### src/hw/mbi_pkg.sv
// package: shared types and constants for the multiplexed bus interface
package mbi_pkg;
    localparam int MBI_AD_W = 16;
    localparam int MBI_BYTE_W = 8;
    localparam int MBI_REG_IDX_W = 4;
    localparam int MBI_REG_CNT = 16;
    localparam int MBI_WAIT_CYC = 2;
    localparam int MBI_STROBE_CYC = 3;
    localparam logic [MBI_REG_IDX_W-1:0] MBI_STATUS_IDX = 4'hf;
    localparam logic [MBI_AD_W-1:0] MBI_REG_RESET = 16'h0000;
    localparam logic [3:0] MBI_STAT_IO = 4'h2;
    localparam logic [3:0] MBI_STAT_IACK = 4'h5;
    localparam logic [3:0] MBI_STAT_REFRESH = 4'h1;
    localparam logic [3:0] MBI_STAT_INTERNAL = 4'h0;

    typedef struct packed {
        logic [MBI_AD_W-1:0] ad;
        logic addr_strobe_n;
        logic data_strobe_n;
        logic read_not_write;
        logic byte_not_word;
        logic chip_select_n;
        logic [3:0] status;
        logic irq_acknowledge_n;
        logic reset_n;
        logic grant_chain_in_n;
    } mbi_bus_in_t;

    typedef struct packed {
        logic [MBI_AD_W-1:0] ad_out;
        logic ad_lo_oe;
        logic ad_hi_oe;
        logic wait_n_oe;
        logic irq_n_oe;
        logic mastership_request_n_oe;
        logic grant_chain_out_n;
        logic [MBI_AD_W-1:0] addr_out;
        logic addr_oe;
        logic addr_strobe_n;
        logic data_strobe_n;
        logic read_not_write;
        logic byte_not_word;
        logic bus_oe;
    } mbi_bus_out_t;
endpackage

### src/hw/mbi_sync.sv
// module: two-flop synchroniser for a vector of pin inputs
`timescale 1ns/100ps
`default_nettype none
module mbi_sync #(
    parameter int W = 1
) (
    input wire logic mclk_in,
    input wire logic [W-1:0] async_in,
    input wire logic [W-1:0] reset_val_in,
    input wire logic rst_n_in,
    output logic [W-1:0] sync_out
);
    typedef struct packed {
        logic [W-1:0] first;
        logic [W-1:0] second;
    } mbi_sync_state_t;
    mbi_sync_state_t st;
    mbi_sync_state_t next_st;

    always_comb begin
        next_st.first = async_in;
        next_st.second = st.first;
        if (!rst_n_in) begin
            next_st.first = reset_val_in;
            next_st.second = reset_val_in;
        end
    end

    always_ff @(posedge mclk_in) begin
        st <= next_st;
    end

    assign sync_out = st.second;
endmodule
`default_nettype wire

### src/hw/mbi_regfile.sv
// module: small register memory with registered read data
`timescale 1ns/100ps
`default_nettype none
module mbi_regfile (
    input wire logic mclk_in,
    input wire logic rst_n_in,
    input wire logic wr_en_in,
    input wire logic [mbi_pkg::MBI_REG_IDX_W-1:0] addr_in,
    input wire logic [mbi_pkg::MBI_AD_W-1:0] wr_data_in,
    input wire logic [1:0] wr_lanes_in,
    output logic [mbi_pkg::MBI_AD_W-1:0] rd_data_out
);
    import mbi_pkg::*;
    typedef struct packed {
        logic [MBI_REG_CNT-1:0][MBI_AD_W-1:0] mem;
        logic [MBI_AD_W-1:0] rd;
    } mbi_rf_state_t;
    mbi_rf_state_t st;
    mbi_rf_state_t next_st;

    always_comb begin
        next_st = st;
        next_st.rd = st.mem[addr_in];
        if (wr_en_in) begin
            if (wr_lanes_in[0]) begin
                next_st.mem[addr_in][MBI_BYTE_W-1:0] = wr_data_in[MBI_BYTE_W-1:0];
            end
            if (wr_lanes_in[1]) begin
                next_st.mem[addr_in][MBI_AD_W-1:MBI_BYTE_W] = wr_data_in[MBI_AD_W-1:MBI_BYTE_W];
            end
        end
        if (!rst_n_in) begin
            next_st.mem = {MBI_REG_CNT{MBI_REG_RESET}};
            next_st.rd = MBI_REG_RESET;
        end
    end

    always_ff @(posedge mclk_in) begin
        st <= next_st;
    end

    assign rd_data_out = st.rd;
endmodule
`default_nettype wire

### src/hw/mbi_device.sv
// module: peripheral and requester end of the multiplexed address/data bus
`timescale 1ns/100ps
`default_nettype none
module mbi_device #(
    parameter bit WIDE_DEVICE = 1'b1,
    parameter bit RESET_ON_CHAIN = 1'b1
) (
    input wire logic mclk_in,
    input wire logic rst_n_in,
    input wire mbi_pkg::mbi_bus_in_t bus_in,
    input wire logic mastership_request_n_in,
    input wire logic irq_event_in,
    input wire logic irq_clear_in,
    input wire logic [mbi_pkg::MBI_BYTE_W-1:0] irq_vector_in,
    input wire logic dma_req_in,
    input wire logic [mbi_pkg::MBI_AD_W-1:0] dma_addr_in,
    input wire logic [mbi_pkg::MBI_AD_W-1:0] dma_wdata_in,
    input wire logic dma_write_in,
    output mbi_pkg::mbi_bus_out_t bus_out,
    output logic dma_done_out,
    output logic dma_busy_out,
    output logic [mbi_pkg::MBI_AD_W-1:0] dma_rdata_out,
    output logic irq_pending_out,
    output logic bus_reset_out
);
    import mbi_pkg::*;

    typedef enum {
        M_IDLE,
        M_REQ,
        M_ADDR,
        M_LATCH,
        M_DATA,
        M_END
    } mbi_mstate_t;

    typedef struct packed {
        logic sel;
        logic rd;
        logic byte_xfer;
        logic io;
        logic iack;
        logic null_xfer;
        logic [MBI_REG_IDX_W-1:0] idx;
        logic as_q;
        logic ds_q;
        logic data_seen;
        logic [1:0] wait_cnt;
        logic drive;
        logic [MBI_AD_W-1:0] dout;
        logic irq_pend;
        logic under_service;
        logic iack_sel;
        mbi_mstate_t mstate;
        logic mastered;
        logic [1:0] phase_cnt;
        logic [MBI_AD_W-1:0] rdata;
        logic done;
    } mbi_state_t;

    mbi_state_t st;
    mbi_state_t next_st;
    mbi_bus_in_t bs;
    logic req_s;
    logic strobe_reset;
    logic chain_reset;
    logic any_reset;
    logic rf_wr;
    logic [1:0] rf_lanes;
    logic [MBI_AD_W-1:0] rf_rd;
    logic [MBI_AD_W-1:0] rf_wdata;

    function automatic logic [MBI_AD_W-1:0] mbi_lane_in(input logic [MBI_AD_W-1:0] ad,
                                                        input logic byte_xfer, input logic wide);
        // upper lines may still hold address when data is a byte
        // upper ignored
        if (byte_xfer || !wide) begin
            mbi_lane_in = {{MBI_BYTE_W{1'b0}}, ad[MBI_BYTE_W-1:0]};
        end else begin
            mbi_lane_in = ad;
        end
    endfunction

    mbi_sync #(
        .W($bits(mbi_bus_in_t) + 1)
    ) u_sync (
        .mclk_in(mclk_in),
        .async_in({bus_in, mastership_request_n_in}),
        .reset_val_in({{MBI_AD_W{1'b0}}, 1'b1, 1'b1, 1'b1, 1'b1, 1'b1, 4'h0, 1'b1, 1'b1, 1'b1, 1'b1}),
        .rst_n_in(rst_n_in),
        .sync_out({bs, req_s})
    );

    assign strobe_reset = !bs.addr_strobe_n && !bs.data_strobe_n;
    assign chain_reset = RESET_ON_CHAIN && strobe_reset && bs.grant_chain_in_n;
    assign any_reset = !rst_n_in || !bs.reset_n || strobe_reset || chain_reset;

    mbi_regfile u_regs (
        .mclk_in(mclk_in),
        .rst_n_in(rst_n_in),
        .wr_en_in(rf_wr),
        .addr_in(st.idx),
        .wr_data_in(rf_wdata),
        .wr_lanes_in(rf_lanes),
        .rd_data_out(rf_rd)
    );

    always_comb begin
        logic as_rise;
        logic ds_fall;
        logic ds_rise;
        logic slave_idle;
        as_rise = 1'b0;
        ds_fall = 1'b0;
        ds_rise = 1'b0;
        slave_idle = 1'b1;
        next_st = st;
        rf_wr = 1'b0;
        rf_lanes = 2'b00;
        rf_wdata = mbi_lane_in(bs.ad, st.byte_xfer, WIDE_DEVICE);
        next_st.as_q = bs.addr_strobe_n;
        next_st.ds_q = bs.data_strobe_n;
        next_st.done = 1'b0;
        as_rise = !st.as_q && bs.addr_strobe_n;
        ds_fall = st.ds_q && !bs.data_strobe_n;
        ds_rise = !st.ds_q && bs.data_strobe_n;
        slave_idle = (st.mstate == M_IDLE);

        if (irq_event_in) begin
            next_st.irq_pend = 1'b1;
        end else if (irq_clear_in) begin
            next_st.irq_pend = 1'b0;
            next_st.under_service = 1'b0;
        end

        if (as_rise && slave_idle) begin
            next_st.sel = !bs.chip_select_n;
            next_st.rd = bs.read_not_write;
            next_st.byte_xfer = bs.byte_not_word || !WIDE_DEVICE;
            next_st.io = (bs.status == MBI_STAT_IO);
            next_st.iack = !bs.irq_acknowledge_n || (bs.status == MBI_STAT_IACK);
            next_st.null_xfer = (bs.status == MBI_STAT_REFRESH) || (bs.status == MBI_STAT_INTERNAL);
            next_st.idx = bs.ad[MBI_REG_IDX_W-1:0];
            next_st.data_seen = 1'b0;
            next_st.wait_cnt = (bs.status == MBI_STAT_IO) ? 2'(MBI_WAIT_CYC) : 2'(MBI_WAIT_CYC - 1);
            next_st.iack_sel = !bs.grant_chain_in_n && st.irq_pend && !st.under_service;
        end

        if (!bs.data_strobe_n && st.wait_cnt != 2'h0) begin
            next_st.wait_cnt = st.wait_cnt - 2'h1;
        end

        if (ds_fall && !st.null_xfer) begin
            next_st.data_seen = 1'b1;
            if (st.iack && st.iack_sel) begin
                next_st.under_service = 1'b1;
                next_st.dout = {{MBI_BYTE_W{1'b0}}, irq_vector_in};
            end else if (st.sel && st.rd) begin
                next_st.dout = (st.idx == MBI_STATUS_IDX) ?
                    {{(MBI_AD_W-2){1'b0}}, st.under_service, st.irq_pend} : rf_rd;
            end
        end
        if (ds_rise && st.sel && !st.rd && !st.null_xfer && !st.iack) begin
            rf_wr = 1'b1;
            rf_lanes = st.byte_xfer ? 2'b01 : 2'b11;
        end
        next_st.drive = !bs.data_strobe_n && !st.null_xfer &&
                        ((st.sel && st.rd) || (st.iack && st.iack_sel));

        case (st.mstate)
            M_IDLE: begin
                if (dma_req_in) begin
                    next_st.mstate = M_REQ;
                end
            end
            M_REQ: begin
                if (!bs.grant_chain_in_n) begin
                    next_st.mstate = M_ADDR;
                    next_st.mastered = 1'b1;
                    next_st.phase_cnt = 2'(MBI_STROBE_CYC - 1);
                    // stale slave select would answer our own strobes
                    next_st.sel = 1'b0;
                    next_st.iack = 1'b0;
                    next_st.iack_sel = 1'b0;
                end
            end
            M_ADDR: begin
                // strobes last long enough for two-flop receivers
                if (st.phase_cnt != 2'h0) begin
                    next_st.phase_cnt = st.phase_cnt - 2'h1;
                end else begin
                    next_st.mstate = M_LATCH;
                end
            end
            M_LATCH: begin
                next_st.mstate = M_DATA;
                next_st.phase_cnt = 2'(MBI_STROBE_CYC - 1);
            end
            M_DATA: begin
                // no wait input here, so the strobe length is fixed
                if (st.phase_cnt != 2'h0) begin
                    next_st.phase_cnt = st.phase_cnt - 2'h1;
                end else begin
                    next_st.mstate = M_END;
                    next_st.rdata = mbi_lane_in(bs.ad, 1'b0, WIDE_DEVICE);
                end
            end
            M_END: begin
                next_st.mstate = M_IDLE;
                next_st.mastered = 1'b0;
                next_st.done = 1'b1;
            end
            default: begin
                next_st.mstate = M_IDLE;
            end
        endcase

        if (any_reset) begin
            next_st = '0;
            next_st.as_q = 1'b1;
            next_st.ds_q = 1'b1;
            next_st.mstate = M_IDLE;
        end
    end

    always_ff @(posedge mclk_in) begin
        st <= next_st;
    end

    always_comb begin
        bus_out = '0;
        bus_out.ad_out = st.dout;
        bus_out.ad_lo_oe = st.drive;
        bus_out.ad_hi_oe = st.drive && WIDE_DEVICE && !st.byte_xfer && !st.iack;
        bus_out.wait_n_oe = st.sel && !st.null_xfer && !bs.data_strobe_n && (st.wait_cnt != 2'h0);
        bus_out.irq_n_oe = st.irq_pend && !st.under_service && !st.iack;
        bus_out.mastership_request_n_oe = (st.mstate != M_IDLE);
        bus_out.grant_chain_out_n = (st.mstate == M_REQ || st.mastered) ? 1'b1 : bs.grant_chain_in_n;
        bus_out.bus_oe = st.mastered;
        bus_out.addr_out = dma_addr_in;
        bus_out.addr_oe = st.mastered && (st.mstate == M_ADDR) || (st.mastered && !dma_write_in ? 1'b0 :
                          st.mastered && st.mstate == M_DATA);
        bus_out.addr_strobe_n = !(st.mstate == M_ADDR);
        bus_out.data_strobe_n = !(st.mstate == M_DATA);
        bus_out.read_not_write = !dma_write_in;
        bus_out.byte_not_word = !WIDE_DEVICE;
        if (st.mstate == M_DATA && dma_write_in) begin
            bus_out.addr_out = dma_wdata_in;
        end
    end

    assign dma_done_out = st.done;
    assign dma_busy_out = st.mastered;
    assign dma_rdata_out = st.rdata;
    assign irq_pending_out = st.irq_pend;
    assign bus_reset_out = any_reset;
endmodule
`default_nettype wire

### config.mk
export PLATFORM = sky130hd
export DESIGN_NAME = mbi_device
export DESIGN_NICKNAME = d
export VERILOG_FILES = /design/src/hw/mbi_pkg.sv /design/src/hw/mbi_sync.sv /design/src/hw/mbi_regfile.sv /design/src/hw/mbi_device.sv
export SDC_FILE = /design/constraint.sdc
export NUM_CORES = 1
export LEC_CHECK = 0
export BUFFER_PORTS_ARGS = -buffer_cell sky130_fd_sc_hd__buf_2
export CAP_MARGIN = 0
export CELL_PAD_IN_SITES_DETAIL_PLACEMENT = 2
export CELL_PAD_IN_SITES_GLOBAL_PLACEMENT = 2
export CORE_ASPECT_RATIO = 1.1
export CORE_MARGIN = 1.5
export CORE_UTILIZATION = 34
export CTS_CLUSTER_DIAMETER = 150
export DETAILED_ROUTE_END_ITERATION = 10
export PLACE_DENSITY = 0.79
export SETUP_SLACK_MARGIN = 0.3
export SLEW_MARGIN = 10
export SYNTH_ARGS = -nofsm -noshare
export SYNTH_HDL_FRONTEND = slang
export SYNTH_SLANG_ARGS = --single-unit
export TNS_END_PERCENT = 20
### constraint.sdc
create_clock -name mclk_in -period 1.8 [get_ports mclk_in]
set_input_delay 0.36 -clock mclk_in [delete_from_list [all_inputs] [get_ports mclk_in]]
set_output_delay 0.36 -clock mclk_in [all_outputs]
set_load 0.03 [all_outputs]
==> impl_metrics.ini <==
[sta]
max_slew.worst_pin.slew_ns = 1.04
setup_slack_ns = -0.786
skew_ns = 0.0539
rsz0062_at_grt = true
period_needed_ns = 2.59
setup_viol = 313
fin_crit_sh_pct = 144
maxSlewHeadroom_pct = 30.7
hold_viol = 0
timing.hold.ws_ns = 0.00525
slew_viol_final = 0
timing.fmax_mhz = 387

[pwr]
p_int_mw = 14.0
p_leak_nw = 8.08
switchingPower_mw = 5.05
ir_drop_mv = 0.534
clkPwrFrac_pct = 49.3
power_frac_seq_pct = 45.3
swShare_pct = 26.5
comb_power_share_pct = 5.5
p_per_area_mw_per_mm2 = 839

[floorplanning]
initial_utilization_pct = 34.6
die_x_um = 204
core_sq_mm = 0.0435
row_count = 80
dieArea_sq_mm = 0.0456
ios = 139
die_y_um = 224

[grt]
grt_pass1_vias = 16635
grt_pass1_wl_um = 121000
grt_overflow = 0
grt_usage_pct = 35.8
grt_max_degree = 88
antenna_found_initial = 3

[final_layout]
mostFrequentLayoutCells = dfxtp_1 (360), buf_4 (132), o21ai_2 (131)
final_common_cell = dfxtp_1
drive_gt1_share_pct = 51.9
final_nets = 1923
area_growth_pct = 50.8

[logic_synthesis]
syn_inst = 1581
yosysUniqueCellTypes = 54
syn-num-nets = 1658
synth-simple-area-share_pct = 17.1
synth_seq_area_share_pct = 51.0
synth_compound_area_share_pct = 14.2
synth_top_family_by_area = simple AND/OR/NAND/NOR gates
ys_async_sr_fraction_pct = 0
synth_edf_count = 0
synthAdderAreaFrac_pct = 0.166
synth_flop_cell = dfxtp_1
ys_warn_count = 0
synth_area_per_cell_sq_um = 9.53
synth.area.mux_share_pct = 11.7
synth.cell_area_sq_mm = 0.0151
ys_ff_latch = 384
synth-xor-area-share_pct = 0.0581

[drt]
avgRoutedWirePerCell_um = 41.6
vias = 16385
antenna_left = 0
wirelength_um = 102000
first_iter_violations = 1843
drc_errors = 0
dr.pass1.iters = 6
vias_per_cell = 6.69

[place]
port_buffers = 136
gp_congestion = 0.782
dp_hpwl_um = 35600
pre_cts_ws_ns = -0.166

[worst_setup_path]
path_max_fanout = 8
cp_data_required_time_ns = 1.44
start_kind = flip-flop
arrival_ns = 2.23
critical_path_buf_inv_count = 4
cp_top_family = buffers and inverters
critPathSlowestCell = dfxtp_4
cp-end-kind = output pin
worstPathCellList = nor3b_4 -> inv_2 -> nor2_4 -> buf_12 -> buf_16 -> mux2_4 -> buf_6
slowest_delay_ns = 0.35
crit_type = reg2out
r2r_slack_ns = -0.43

[run_status]
violations = negative setup slack
outcome = finished, violations left

[run]
maxCapViolations = 0

[clock_tree]
cts_max_level = 2
clock-sinks = 384
cts-buffers-inserted = 41
clockBufferDepth = 3
clk_latency_ns = 0.60
ctsRootBufferMaster = clkbuf_16
cts_tree = done
clk_pin_slew_worst_paths_ns = 0.07

[worst_hold_path]
hp-class = in2reg
-- cells in the mapped netlist (all sizes together), types with 2 or more instances --
cell | count | area share (%)
mux2 | 50 | 3.7
o221ai | 12 | 0.70
dfxtp | 384 | 51
a221oi | 6 | 0.35
buf | 82 | 3.1
o21ai | 271 | 9.0
nor3 | 3 | 0.10
a211oi | 2 | 0.10
mux2i | 48 | 3.2
nand3 | 252 | 8.4
inv | 11 | 0.27
and4 | 2 | 0.12
or3b | 2 | 0.12
ha | 2 | 0.17
nor2 | 38 | 0.96
nand4 | 30 | 1.2
o211ai | 2 | 0.10
or3 | 3 | 0.16
o22ai | 5 | 0.21
mux4 | 32 | 4.8
nor3b | 5 | 0.25
a22oi | 38 | 1.9
nor4b | 3 | 0.22
nor2b | 15 | 0.62
and3 | 3 | 0.12
nand2b | 26 | 1.1
and2 | 46 | 1.9
a221o | 4 | 0.27
nand2 | 65 | 1.6
o21a | 3 | 0.15
clkbuf | 92 | 2.3
a21oi | 29 | 0.96
-- state kept, by name, summed over array words and instances (netlist names) --
| register | flops |
|---|---|
| st | 20 |
| dma_rdata_out | 16 |
| dma_busy_out | 1 |
| u_sync.sync_out | 28 |
| u_regs.st | 256 |
| bus_out | 17 |
| u_regs.rd_data_out | 16 |
| irq_pending_out | 1 |
| u_sync.st | 28 |
| dma_done_out | 1 |
-- layer usage --
layer	up-vias	track usage (%)	part of all wire, %
li1	6223	-	-
met1	8271	39.8	36
met2	1298	61.6	46
met3	589	8.18	8.2
met4	4	22.9	9.7
met5	-	0	0.026
-- power groups by stage --
stage / logic [mW] / clock network (mW) / registers (mW)
2_1_floorplan: 0.353 / 0 / 8.79
4_1_cts: 0.833 / 8.83 / 8.62
6_report: 1.04 / 9.39 / 8.63
3_5_place_dp: 0.648 / 0 / 8.81
5_1_grt: 1.05 / 9.65 / 8.63
3_3_place_gp: 0.626 / 0 / 8.80
-- layout make-up --
type                    count  area, sq um
diodes                      2         5.00
clock buffers              61         1240
fillers                  4150        20800
inverters                  12         46.3
well taps                 574          718
flip-flops and latches    384         7740
repair buffers            396         3940
clock inverters            11          115
multi-input cells        1011         8920
-- cells by family (layout without fill, tap and decap cells) --
group                    count (synthesis)  in the layout
flip-flops                             384            384
AO/OA/AOI/OAI                          380            380
AND/OR/NAND/NOR                        497            497
adder cells (fa/ha/maj)                  2              2
XOR/XNOR                                 1              1
buffers and inverters                  186            480
multiplexers                           130            130
other                                    1              3
-- per-stage QoR --
step	instance area, sq um	total power, mW	setup TNS (ns)	cells	util, %
4_1_cts	20900	18.3	-13.60	2385	48.1
3_3_place_gp	16900	9.43	-0.669	2241	38.8
3_5_place_dp	16900	9.46	-2.43	2241	38.8
6_report	22700	19.1	-59.13	2451	52.2
5_1_grt	22700	19.3	-57.44	2450	52.2
2_1_floorplan	15300	9.14	-1.35	1581	-
-- path summary, 6_finish.rpt --
check / from / cells after the start / to
min: bus_in[15] / 2 / u_sync.st[45]
max: st[20] / 7 / bus_out[17]
max reg2reg: st[85] / 9 / u_regs.st[229]
min reg2reg: u_sync.st[57] / 1 / u_sync.sync_out[28]
-- repair_timing --
item                       4_1_cts  5_1_grt
hold endpoints to repair         8        0
setup buffers                   43       56
pin swaps                      150       69
gates resized for setup        551      425
setup endpoints to repair      355      374
hold buffers                     8        0
cloned                          21        8
No activity file was read; power rests on OpenSTA's default activity.
